===== config.mk =====
export PLATFORM = sky130hd
export DESIGN_NAME = bpl_core
export DESIGN_NICKNAME = d
export VERILOG_FILES = /design/src/hdl/bpl_core.v /design/src/hdl/bpl_period_snap.v
export VERILOG_INCLUDE_DIRS = /design/src /design/src/pkg
export SDC_FILE = /design/constraint.sdc
export NUM_CORES = 1
export LEC_CHECK = 0
export BUFFER_PORTS_ARGS = -buffer_cell sky130_fd_sc_hd__buf_2
export CAP_MARGIN = 20
export CORE_ASPECT_RATIO = 0.75
export CORE_MARGIN = 5
export CORE_UTILIZATION = 30
export DETAILED_ROUTE_END_ITERATION = 10
export HOLD_SLACK_MARGIN = 0.15
export PLACE_DENSITY = 0.53
export SYNTH_ARGS = -nofsm -noshare
export SYNTH_HDL_FRONTEND = slang
export SYNTH_HIERARCHICAL = 1
export SYNTH_SLANG_ARGS = --single-unit

===== constraint.sdc =====
create_clock -name clk -period 14.8 [get_ports clk]
set_input_delay 2.96 -clock clk [delete_from_list [all_inputs] [get_ports clk]]
set_output_delay 2.96 -clock clk [all_outputs]
set_load 0.01 [all_outputs]

===== src/pkg/bpl_consts.vh =====
// Operation
// [RQ1] Burst command limited to 1,2,3,9,33,48
// [RQ2] Publish unsolicited while burst enabled
// [RQ3] Command 9 reports eight slots with status
// [RQ4] Command 33 uses first four slots
// [RQ5] Slot zero value is trigger source
// [RQ6] Trigger met: minimum period, else maximum
// [RQ7] Master keeps minimum not above maximum
// [RQ8] Periods snapped to nearest permitted value
// [RQ9] Master supplies level for window/rise/fall
// [RQ10] Continuous mode always meets trigger
// [RQ11] Window level positive, band about last
// [RQ12] Rising publishes when source above level
// [RQ13] Falling publishes when source below level
// [RQ14] On-change publishes when source differs
// [RQ15] Unlock only by entitled master
// [RQ16] Temporary lock: owner unlocks, reset clears
// [RQ17] Permanent lock: owner unlocks, survives reset
// [RQ18] Lock-all blocks everyone, anyone clears
// [RQ19] Primary variable fixed to pressure
// [RQ20] Other dynamic variables freely mappable
// [RQ21] Control error is process minus setpoint
// [RQ22] Long tag up to 32 characters
// [RQ23] Window met when outside last plus/minus level
// [RQ24] Permanent lock state kept across reset
`ifndef BPL_CONSTS_VH
`define BPL_CONSTS_VH

////////////////////////////////////////////////////////////////////////////////
// Burst commands
`define BPL_CMD_1        8'h01
`define BPL_CMD_2        8'h02
`define BPL_CMD_3        8'h03
`define BPL_CMD_9        8'h09
`define BPL_CMD_33       8'h21
`define BPL_CMD_48       8'h30

// Slot counts
`define BPL_SLOTS        4'h8
`define BPL_SLOTS_33     4'h4
`define BPL_SLOT_W       3

// Trigger modes
`define BPL_TRG_CONT     3'h0
`define BPL_TRG_WINDOW   3'h1
`define BPL_TRG_RISING   3'h2
`define BPL_TRG_FALLING  3'h3
`define BPL_TRG_CHANGE   3'h4

// Lock actions and states
`define BPL_LK_NONE      2'h0
`define BPL_LK_TEMP      2'h1
`define BPL_LK_PERM      2'h2
`define BPL_LK_ALL       2'h3
`define BPL_ACT_UNLOCK   2'h0

// Device variable codes
`define BPL_VAR_PRESSURE 4'h4
`define BPL_VAR_COUNT    4'ha

// Period limits in seconds
`define BPL_PER_MAXSHORT 12'h020
`define BPL_PER_LONG_MIN 12'h03c
`define BPL_PER_LONG_MAX 12'he10
`define BPL_PER_ONE      12'h001

// Timing: one second at 100 MHz clock
`define BPL_CLK_MHZ      100
`define BPL_SEC_NS       1000000000
`define BPL_CLK_NS       10
`define BPL_SEC_CYCLES   (`BPL_SEC_NS / `BPL_CLK_NS)

// Long tag
`define BPL_TAG_LEN      6'h20
`define BPL_TAG_AW       5

`endif


===== src/hdl/bpl_core.v =====
`include "bpl_consts.vh"

// Burst publishing, lock control and dynamic variable mapping
module bpl_core
#(
	parameter [31:0] SEC_CYCLES = `BPL_SEC_CYCLES
)
(
	input  wire        clk,
	input  wire        rstn,
	// Configuration writes from the master
	input  wire        cfg_wr,
	input  wire        cfg_master,     // 0 primary, 1 secondary
	input  wire        burst_enable,
	input  wire [7:0]  burst_cmd_req,
	input  wire [2:0]  trigger_mode_req,
	input  wire [15:0] trigger_level_req,
	input  wire [11:0] min_period_req,
	input  wire [11:0] max_period_req,
	input  wire        slot_wr,
	input  wire [2:0]  slot_index,
	input  wire [3:0]  slot_code,
	input  wire        map_wr,
	input  wire [1:0]  map_which,      // 0 PV, 1 SV, 2 TV, 3 QV
	input  wire [3:0]  map_code,
	input  wire        lock_wr,
	input  wire [1:0]  lock_action,
	input  wire        local_cfg_req,
	input  wire        tag_wr,
	input  wire [4:0]  tag_addr,
	input  wire [7:0]  tag_char,
	input  wire        protocol_revision_select,
	// Stored lock state restored from persistent storage
	input  wire [1:0]  nv_lock_state,
	input  wire        nv_lock_owner,
	// Device variables
	input  wire [15:0] pressure_value,
	input  wire [15:0] process_percent,
	input  wire [15:0] setpoint_percent,
	input  wire [159:0] dev_var_flat,   // Ten 16-bit device variables
	// Outputs, plus the tag read address input
	output reg         burst_pulse,
	output reg  [7:0]  burst_cmd,
	output reg  [3:0]  burst_slot_count,
	output reg         burst_with_status,
	output reg  [63:0] burst_codes_flat,
	output reg  [15:0] trigger_source,
	output reg  [11:0] active_period,
	output reg         cfg_accepted,
	output reg         cfg_refused,
	output reg  [1:0]  lock_state,
	output reg         lock_owner,
	output reg         nv_save,
	output reg  [1:0]  nv_state_out,
	output reg         nv_owner_out,
	output reg         local_blocked,
	output reg  [3:0]  pv_code,
	output reg  [3:0]  sv_code,
	output reg  [3:0]  tv_code,
	output reg  [3:0]  qv_code,
	output reg  [15:0] control_error,
	output reg  [7:0]  tag_read_char,
	input  wire [4:0]  tag_read_addr
);

	////////////////////////////////////////////////////////////////////////////////
	// Reset synchroniser
	reg        rst_meta;
	reg        rst_sync;
	wire       rst_n = rst_sync;

	always @(posedge clk or negedge rstn)
	begin
		if (!rstn)
		begin
			rst_meta <= 1'b0;
			rst_sync <= 1'b0;
		end
		else
		begin
			rst_meta <= 1'b1;
			rst_sync <= rst_meta;
		end
	end

	////////////////////////////////////////////////////////////////////////////////
	// Configuration permission
	wire       write_any = cfg_wr | slot_wr | map_wr | tag_wr;
	// [RQ16] [RQ17] [RQ18] lock gating
	wire       cfg_locked = (lock_state == `BPL_LK_ALL) ||
	                        ((lock_state != `BPL_LK_NONE) && (lock_owner != cfg_master));
	wire       cfg_ok = write_any & ~cfg_locked;
	wire       unlock_ok = lock_state == `BPL_LK_ALL || lock_state == `BPL_LK_NONE || lock_owner == cfg_master;

	// [RQ1] valid burst command check
	wire       cmd_valid = (burst_cmd_req == `BPL_CMD_1) || (burst_cmd_req == `BPL_CMD_2) ||
	                       (burst_cmd_req == `BPL_CMD_3) || (burst_cmd_req == `BPL_CMD_9) ||
	                       (burst_cmd_req == `BPL_CMD_33) || (burst_cmd_req == `BPL_CMD_48);
	// [RQ11] window level must be positive
	wire       level_ok = (trigger_mode_req != `BPL_TRG_WINDOW) ||
	                      (!trigger_level_req[15] && (trigger_level_req != 16'h0000));
	wire       mode_ok = (trigger_mode_req <= `BPL_TRG_CHANGE);

	wire [11:0] min_snap;
	wire [11:0] max_snap;

	bpl_period_snap u_snap_min
	(
		.req     (min_period_req),
		.snapped (min_snap)
	);

	bpl_period_snap u_snap_max
	(
		.req     (max_period_req),
		.snapped (max_snap)
	);

	////////////////////////////////////////////////////////////////////////////////
	// Burst configuration storage
	reg        burst_on;
	reg [2:0]  trig_mode;
	reg [15:0] trig_level;
	reg [11:0] min_period;
	reg [11:0] max_period;
	reg [3:0]  slot_mem [0:7];

	always @(posedge clk or negedge rst_n)
	begin
		if (!rst_n)
		begin
			burst_on   <= 1'b0;
			burst_cmd  <= `BPL_CMD_1;
			trig_mode  <= `BPL_TRG_CONT;
			trig_level <= 16'h0000;
			min_period <= `BPL_PER_ONE;
			max_period <= `BPL_PER_ONE;
		end
		else if (cfg_wr && !cfg_locked && cmd_valid && level_ok && mode_ok)
		begin
			burst_on   <= burst_enable;
			burst_cmd  <= burst_cmd_req;
			trig_mode  <= trigger_mode_req;
			trig_level <= trigger_level_req;
			min_period <= min_snap;
			// [RQ7] keep minimum not above maximum
			max_period <= (max_snap < min_snap) ? min_snap : max_snap;
		end
	end

	// Slot codes, one generate entry each
	genvar gi;
	generate
		for (gi = 0; gi < 8; gi = gi + 1)
		begin : g_slot
			localparam [31:0] SLOT_K = gi;
			always @(posedge clk or negedge rst_n)
			begin
				if (!rst_n)
					slot_mem[gi] <= SLOT_K[3:0];
				else if (slot_wr && !cfg_locked && slot_index == SLOT_K[2:0] && slot_code < `BPL_VAR_COUNT)
					slot_mem[gi] <= slot_code;
			end
		end
	endgenerate

	// Slot list out and frame shape
	integer si;
	always @(posedge clk or negedge rst_n)
	begin
		if (!rst_n)
		begin
			burst_codes_flat  <= 64'h0;
			burst_slot_count  <= 4'h0;
			burst_with_status <= 1'b0;
		end
		else
		begin
			for (si = 0; si < 8; si = si + 1)
				burst_codes_flat[si*8 +: 8] <= {4'h0, slot_mem[si]};
			// [RQ3] eight slots with status
			// [RQ4] command 33 four slots
			if (burst_cmd == `BPL_CMD_9)
				burst_slot_count <= `BPL_SLOTS;
			else if (burst_cmd == `BPL_CMD_33)
				burst_slot_count <= `BPL_SLOTS_33;
			else
				burst_slot_count <= 4'h0;
			burst_with_status <= (burst_cmd == `BPL_CMD_9);
		end
	end

	////////////////////////////////////////////////////////////////////////////////
	// Trigger evaluation
	// [RQ5] slot zero source select
	wire [15:0] src = dev_var_flat[slot_mem[0]*16 +: 16];
	reg  [15:0] last_pub;
	wire signed [16:0] lo_band = $signed({last_pub[15], last_pub}) - $signed({trig_level[15], trig_level});
	wire signed [16:0] hi_band = $signed({last_pub[15], last_pub}) + $signed({trig_level[15], trig_level});
	wire signed [16:0] src_s   = $signed({src[15], src});
	reg         trig_met;

	always @*
	begin
		case (trig_mode)
			// [RQ10] continuous always met
			`BPL_TRG_CONT:    trig_met = 1'b1;
			// [RQ23] outside window band
			`BPL_TRG_WINDOW:  trig_met = (src_s > hi_band) || (src_s < lo_band);
			// [RQ12] above level
			`BPL_TRG_RISING:  trig_met = $signed(src) > $signed(trig_level);
			// [RQ13] below level
			`BPL_TRG_FALLING: trig_met = $signed(src) < $signed(trig_level);
			// [RQ14] differs from last
			`BPL_TRG_CHANGE:  trig_met = (src != last_pub);
			default:          trig_met = 1'b1;
		endcase
	end

	////////////////////////////////////////////////////////////////////////////////
	// Period timer: seconds prescaler and seconds counter
	reg [31:0] pre_cnt;
	reg [11:0] sec_cnt;
	wire       sec_tick = (pre_cnt == SEC_CYCLES - 32'h1);
	// [RQ6] pick min or max period
	wire [11:0] period_now = trig_met ? min_period : max_period;

	// [RQ2] unsolicited publishing
	always @(posedge clk or negedge rst_n)
	begin
		if (!rst_n)
		begin
			pre_cnt        <= 32'h0;
			sec_cnt        <= 12'h000;
			burst_pulse    <= 1'b0;
			last_pub       <= 16'h0000;
			trigger_source <= 16'h0000;
			active_period  <= `BPL_PER_ONE;
		end
		else
		begin
			burst_pulse   <= 1'b0;
			active_period <= period_now;
			if (!burst_on)
			begin
				pre_cnt <= 32'h0;
				sec_cnt <= 12'h000;
			end
			else
			begin
				pre_cnt <= sec_tick ? 32'h0 : pre_cnt + 32'h1;
				if (sec_tick)
				begin
					if (sec_cnt + 12'h001 >= period_now)
					begin
						sec_cnt        <= 12'h000;
						burst_pulse    <= 1'b1;
						last_pub       <= src;
						trigger_source <= src;
					end
					else
						sec_cnt <= sec_cnt + 12'h001;
				end
			end
		end
	end

	////////////////////////////////////////////////////////////////////////////////
	// Lock state machine
	reg        restore_pending;

	always @(posedge clk or negedge rst_n)
	begin
		if (!rst_n)
		begin
			lock_state      <= `BPL_LK_NONE;
			lock_owner      <= 1'b0;
			restore_pending <= 1'b1;
			nv_save         <= 1'b0;
			nv_state_out    <= `BPL_LK_NONE;
			nv_owner_out    <= 1'b0;
		end
		else
		begin
			nv_save <= 1'b0;
			if (restore_pending)
			begin
				// [RQ16] temporary lock cleared by reset
				// [RQ24] restore persistent lock
				restore_pending <= 1'b0;
				if (nv_lock_state == `BPL_LK_PERM || nv_lock_state == `BPL_LK_ALL)
				begin
					lock_state <= nv_lock_state;
					lock_owner <= nv_lock_owner;
				end
			end
			else if (lock_wr)
			begin
				case (lock_action)
					`BPL_ACT_UNLOCK:
					begin
						// [RQ15] entitled unlock only
						if (unlock_ok)
							lock_state <= `BPL_LK_NONE;
					end
					default:
					begin
						// New lock only when not held by another master
						if (!cfg_locked)
						begin
							lock_state <= lock_action;
							lock_owner <= cfg_master;
						end
					end
				endcase
			end
			// [RQ24] save persistent state
			if (lock_wr && !restore_pending)
			begin
				nv_save      <= 1'b1;
				nv_state_out <= (lock_action == `BPL_ACT_UNLOCK) ? (unlock_ok ? `BPL_LK_NONE : lock_state) :
				                cfg_locked ? lock_state : (lock_action == `BPL_LK_TEMP) ? `BPL_LK_NONE : lock_action;
				nv_owner_out <= cfg_locked ? lock_owner : cfg_master;
			end
		end
	end

	////////////////////////////////////////////////////////////////////////////////
	// Accept or refuse answers, local panel block
	always @(posedge clk or negedge rst_n)
	begin
		if (!rst_n)
		begin
			cfg_accepted  <= 1'b0;
			cfg_refused   <= 1'b0;
			local_blocked <= 1'b0;
		end
		else
		begin
			cfg_accepted  <= cfg_ok && !(map_wr && map_which == 2'h0);
			cfg_refused   <= write_any && (cfg_locked || (map_wr && map_which == 2'h0));
			// [RQ16] local panel blocked
			local_blocked <= local_cfg_req && (lock_state != `BPL_LK_NONE);
		end
	end

	////////////////////////////////////////////////////////////////////////////////
	// Dynamic variable mapping
	always @(posedge clk or negedge rst_n)
	begin
		if (!rst_n)
		begin
			pv_code <= `BPL_VAR_PRESSURE;
			sv_code <= 4'h0;
			tv_code <= 4'h1;
			qv_code <= 4'h2;
		end
		else
		begin
			// [RQ19] primary fixed
			pv_code <= `BPL_VAR_PRESSURE;
			// [RQ20] remap secondary group
			if (map_wr && !cfg_locked && map_code < `BPL_VAR_COUNT)
			begin
				case (map_which)
					2'h1:    sv_code <= map_code;
					2'h2:    tv_code <= map_code;
					2'h3:    qv_code <= map_code;
					default: sv_code <= sv_code;
				endcase
			end
		end
	end

	////////////////////////////////////////////////////////////////////////////////
	// Control error
	always @(posedge clk or negedge rst_n)
	begin
		if (!rst_n)
			control_error <= 16'h0000;
		else
			// [RQ21] process minus setpoint
			control_error <= process_percent - setpoint_percent;
	end

	////////////////////////////////////////////////////////////////////////////////
	// Long tag store
	reg [7:0] tag_mem [0:31];

	// [RQ22] long tag storage
	always @(posedge clk)
	begin
		if (tag_wr && !cfg_locked && protocol_revision_select)
			tag_mem[tag_addr] <= tag_char;
	end

	always @(posedge clk or negedge rst_n)
	begin
		if (!rst_n)
			tag_read_char <= 8'h00;
		else
			tag_read_char <= tag_mem[tag_read_addr];
	end

endmodule


===== src/hdl/bpl_period_snap.v =====
`include "bpl_consts.vh"

// Snaps a requested period to the nearest permitted value
module bpl_period_snap
(
	input  wire [11:0] req,
	output reg  [11:0] snapped
);

	////////////////////////////////////////////////////////////////////////////////
	// Nearest of 1,2,4,8,16,32 or clamp into long range
	// [RQ8] period snapping
	always @*
	begin
		if (req <= `BPL_PER_ONE)
			snapped = `BPL_PER_ONE;
		else if (req >= `BPL_PER_LONG_MIN)
			snapped = (req > `BPL_PER_LONG_MAX) ? `BPL_PER_LONG_MAX : req;
		else if (req > 12'h02e)        // Midpoint of 32 and 60 is 46
			snapped = `BPL_PER_LONG_MIN;
		else if (req > 12'h018)        // Midpoint 16..32 is 24
			snapped = `BPL_PER_MAXSHORT;
		else if (req > 12'h00c)
			snapped = 12'h010;
		else if (req > 12'h006)
			snapped = 12'h008;
		else if (req > 12'h003)
			snapped = 12'h004;
		else
			snapped = 12'h002;     // 2 and 3 resolve to 2
	end

endmodule


==> results.json <==
{
  "reg2reg_depth": 24,
  "r2r_end": "last_pub[12]",
  "antenna_found_initial": 12,
  "worstReg2RegStart": "slot_mem[30]",
  "worstHoldPathCells": 0,
  "grt_pass1_wl_um": 114400,
  "grt_pass1_vias": 18120,
  "htreeDepth": 2,
  "die_area_um2": 91710,
  "postCtsSetupRepairBufs": 0,
  "path_max_fanout": 23,
  "area_growth_pct": 18.90,
  "max_freq_ghz": 0.1030,
  "cts_buffer_depth": 3,
  "final_nets": 2840,
  "syn_area_um2": 25710,
  "status": "finished, final reports clean",
  "avgSynthCellArea_um2": 12.76,
  "start_kind": "input pin",
  "yosys.cell_types.count": 87,
  "clock_skew_ps": 66.82,
  "yosys.area.top_type": "edfxtp_1",
  "ctsHoldBuffers": 0,
  "placedCellCount": 3493,
  "synth_area_leaders": "edfxtp_1 (30%), dfrtp_1 (22%), mux4_2 (7.6%)",
  "ys.flop_type": "edfxtp_1",
  "die_h_um": 263.5,
  "r2r_slack_ps": 6350,
  "dpl.hpwl_um": 57340,
  "dr.pass1.iters": 6,
  "rsz0062_at_grt": "false",
  "core-area_um2": 85410,
  "relSlewSlack": 0.2788,
  "detail-route-antenna-nets": 0,
  "cts.clk_slew.worst_paths_ps": 60,
  "clk_latency_ps": 630,
  "overflow": 0,
  "ys_ff_latch": 496,
  "ios": 462,
  "grt_use_total": 0.1614,
  "p_per_area_nw_per_um2": 158.4,
  "worstHoldStart": "rst_meta",
  "postCtsResizedCells": 0,
  "hold_class": "flop to flop",
  "finalSetupViolations": 0,
  "synth_top_area_share": 0.2990,
  "endpoint_kind": "flop",
  "pwr-share-clk": 0.283,
  "rows": 93,
  "drive_gt1_frac": 0.3002,
  "drc": 0,
  "cap_violations": 0,
  "cts_root_buf": "clkbuf_16",
  "holdWs_ps": 349.4,
  "critical_path_arrival_ps": 10160,
  "die_x_um": 348.0,
  "finalCritPeriodShare": 0.6560,
  "ys_seq_area_frac": 0.5336,
  "initial_core_util": 0.3010,
  "gp_congestion": 0.8931,
  "yosysWarnings": 6,
  "swShare": 0.3506,
  "synth_edf_count": 256,
  "required_ps": 15250,
  "avgRoutedWirePerCell_um": 21.14,
  "cts_buffers": 53,
  "power.share.sequential": 0.358,
  "routed_wl_um": 76070,
  "setup.worst_path.class": "input pin to flop",
  "hold_end": "rst_n",
  "leakage_nw": 12.55,
  "io_buffers": 407,
  "vias": 17990,
  "grt_max_degree": 73,
  "period_needed_ps": 9709,
  "final_max_slew_viol_count": 0,
  "internal-power_mw": 3.145,
  "tritoncts": "done",
  "fin_setup_tns_ps": 0,
  "first_iter_violations": 1434,
  "power_frac_comb": 0.359,
  "viasPerCell": 4.999,
  "p_switching_mw": 1.698,
  "synth_cells": 2015,
  "ir_drop_uv": 97.81,
  "final_cells": 3598,
  "hold_viol": 0,
  "synth_async_sr_flop_share": 0.4839,
  "clock_sinks": 496,
  "worstMarginPinSlew_ps": 1077
}
==> layout make-up <==
class	count	area, um^2
Fill cell	8404	54840
Sequential cell	496	13720
Multi-Input combinational cell	1348	11120
Timing Repair Buffer	422	2152
Tap cell	1140	1426
Clock buffer	64	1408
Clock inverter	31	384.1
Inverter	87	326.6
Antenna cell	10	25.02
==> cells in the final DEF, fill, tap and decap left out, drive strengths merged, types with 18 or more instances in the layout <==
| cell | netlist | final |
|---|---|---|
| o21ai | 79 | 79 |
| a21o | 21 | 21 |
| buf | 80 | 422 |
| nor4 | 22 | 22 |
| nor3 | 25 | 25 |
| nor2 | 134 | 134 |
| nor2b | 24 | 24 |
| inv | 87 | 92 |
| a21oi | 72 | 72 |
| mux2 | 108 | 108 |
| edfxtp | 256 | 256 |
| xnor2 | 54 | 54 |
| mux2i | 79 | 79 |
| nand3 | 37 | 37 |
| mux4 | 87 | 87 |
| dfrtp | 221 | 221 |
| clkbuf | 40 | 64 |
| conb | 2 | 40 |
| a31oi | 18 | 18 |
| dfstp | 19 | 19 |
| nand2 | 139 | 139 |
| ha | 123 | 123 |
| xor2 | 26 | 26 |
==> flip-flops by register name (all words and copies together), names as in the netlist, 2 cells and up <==
name,count
tag_mem,256
burst_codes_flat,32
pre_cnt,32
slot_mem,32
control_error,16
last_pub,16
trig_level,16
active_period,12
max_period,12
min_period,12
sec_cnt,12
burst_cmd,8
tag_read_char,8
qv_code,4
sv_code,4
tv_code,4
trig_mode,3
lock_state,2
nv_state_out,2
==> per-layer routing <==
layer / vias to the layer above / track usage / wire, um
met3: 109 / 0.04179 / 5908
met4: 4 / 0.04118 / 1725
met5: - / 0 / 23
li1: 8264 / - / -
met2: 531 / 0.2367 / 33200
met1: 9077 / 0.2378 / 35220
==> cell usage after synthesis, drive strengths merged (37+ instances only) <==
library cell	n
nand2	139
buf	80
nor2	134
mux2	108
dfrtp	221
a21oi	72
mux4	87
nand3	37
mux2i	79
inv	87
xnor2	54
ha	123
edfxtp	256
clkbuf	40
o21ai	79
==> power groups by stage <==
stage	Clock, mW	Sequential [mW]	Combinational, mW
final	1.37	1.73	1.74
after CTS	1.41	1.73	1.74
after global placement	0	1.76	1.70
after global routing	1.47	1.75	1.91
after detailed placement	0	1.76	1.72
after floorplan	0	1.78	1.16
==> logic make-up after synthesis <==
kind of cell / count (synthesis) / synth area share
simple gates: 495 / 0.09612
other cells: 2 / 0.0002921
buf+inv: 209 / 0.04020
flops: 496 / 0.5336
fa+ha+maj: 128 / 0.06298
xor+xnor: 80 / 0.02725
compound gates: 331 / 0.08532
mux: 274 / 0.1543
==> worst max-delay path, cell delays in order <==
cell and delay, ps:
buf_2 120, mux4_2 480, or2_1 240, nand3_1 110
nand2_1 180, ha_1 360, a21o_1 180, a21oi_1 140
a21oi_1 110, a2111oi_0 870, o21ai_0 260, a21o_1 250
a311oi_1 430, a211oi_4 70, buf_4 260, mux2_1 410
ha_1 280, nand2b_1 90, a21o_1 110, a21oi_1 60
o21ai_0 190, o31ai_1 90, a21oi_1 450, nor2b_2 960
mux2_2 430
==> stage by stage <==
| stage | power, mW | instance area (um^2) | setup slack, ps | utilization |
|---|---|---|---|---|
| after floorplan | 2.935 | 25850 | 6527 | - |
| after global placement | 3.457 | 28750 | 4635 | 0.3366 |
| after detailed placement | 3.486 | 28750 | 4623 | 0.3366 |
| after CTS | 4.884 | 30540 | 5222 | 0.3576 |
| after global routing | 5.143 | 30560 | 4837 | 0.3578 |
| final | 4.843 | 30570 | 5091 | 0.3579 |
==> worst max path at each step <==
stage               slack, ps             start      endpoint  cells after the start
finish                   5090  dev_var_flat[51]  last_pub[12]                     25
global route             4840  dev_var_flat[51]  last_pub[12]                     25
CTS                      5220  dev_var_flat[51]  last_pub[12]                     25
detailed placement       4620  dev_var_flat[51]   last_pub[3]                     25
global placement         4640  dev_var_flat[51]   last_pub[3]                     25
floorplan                6530  dev_var_flat[51]  last_pub[10]                     26
No activity file was read; power rests on OpenSTA's default activity.
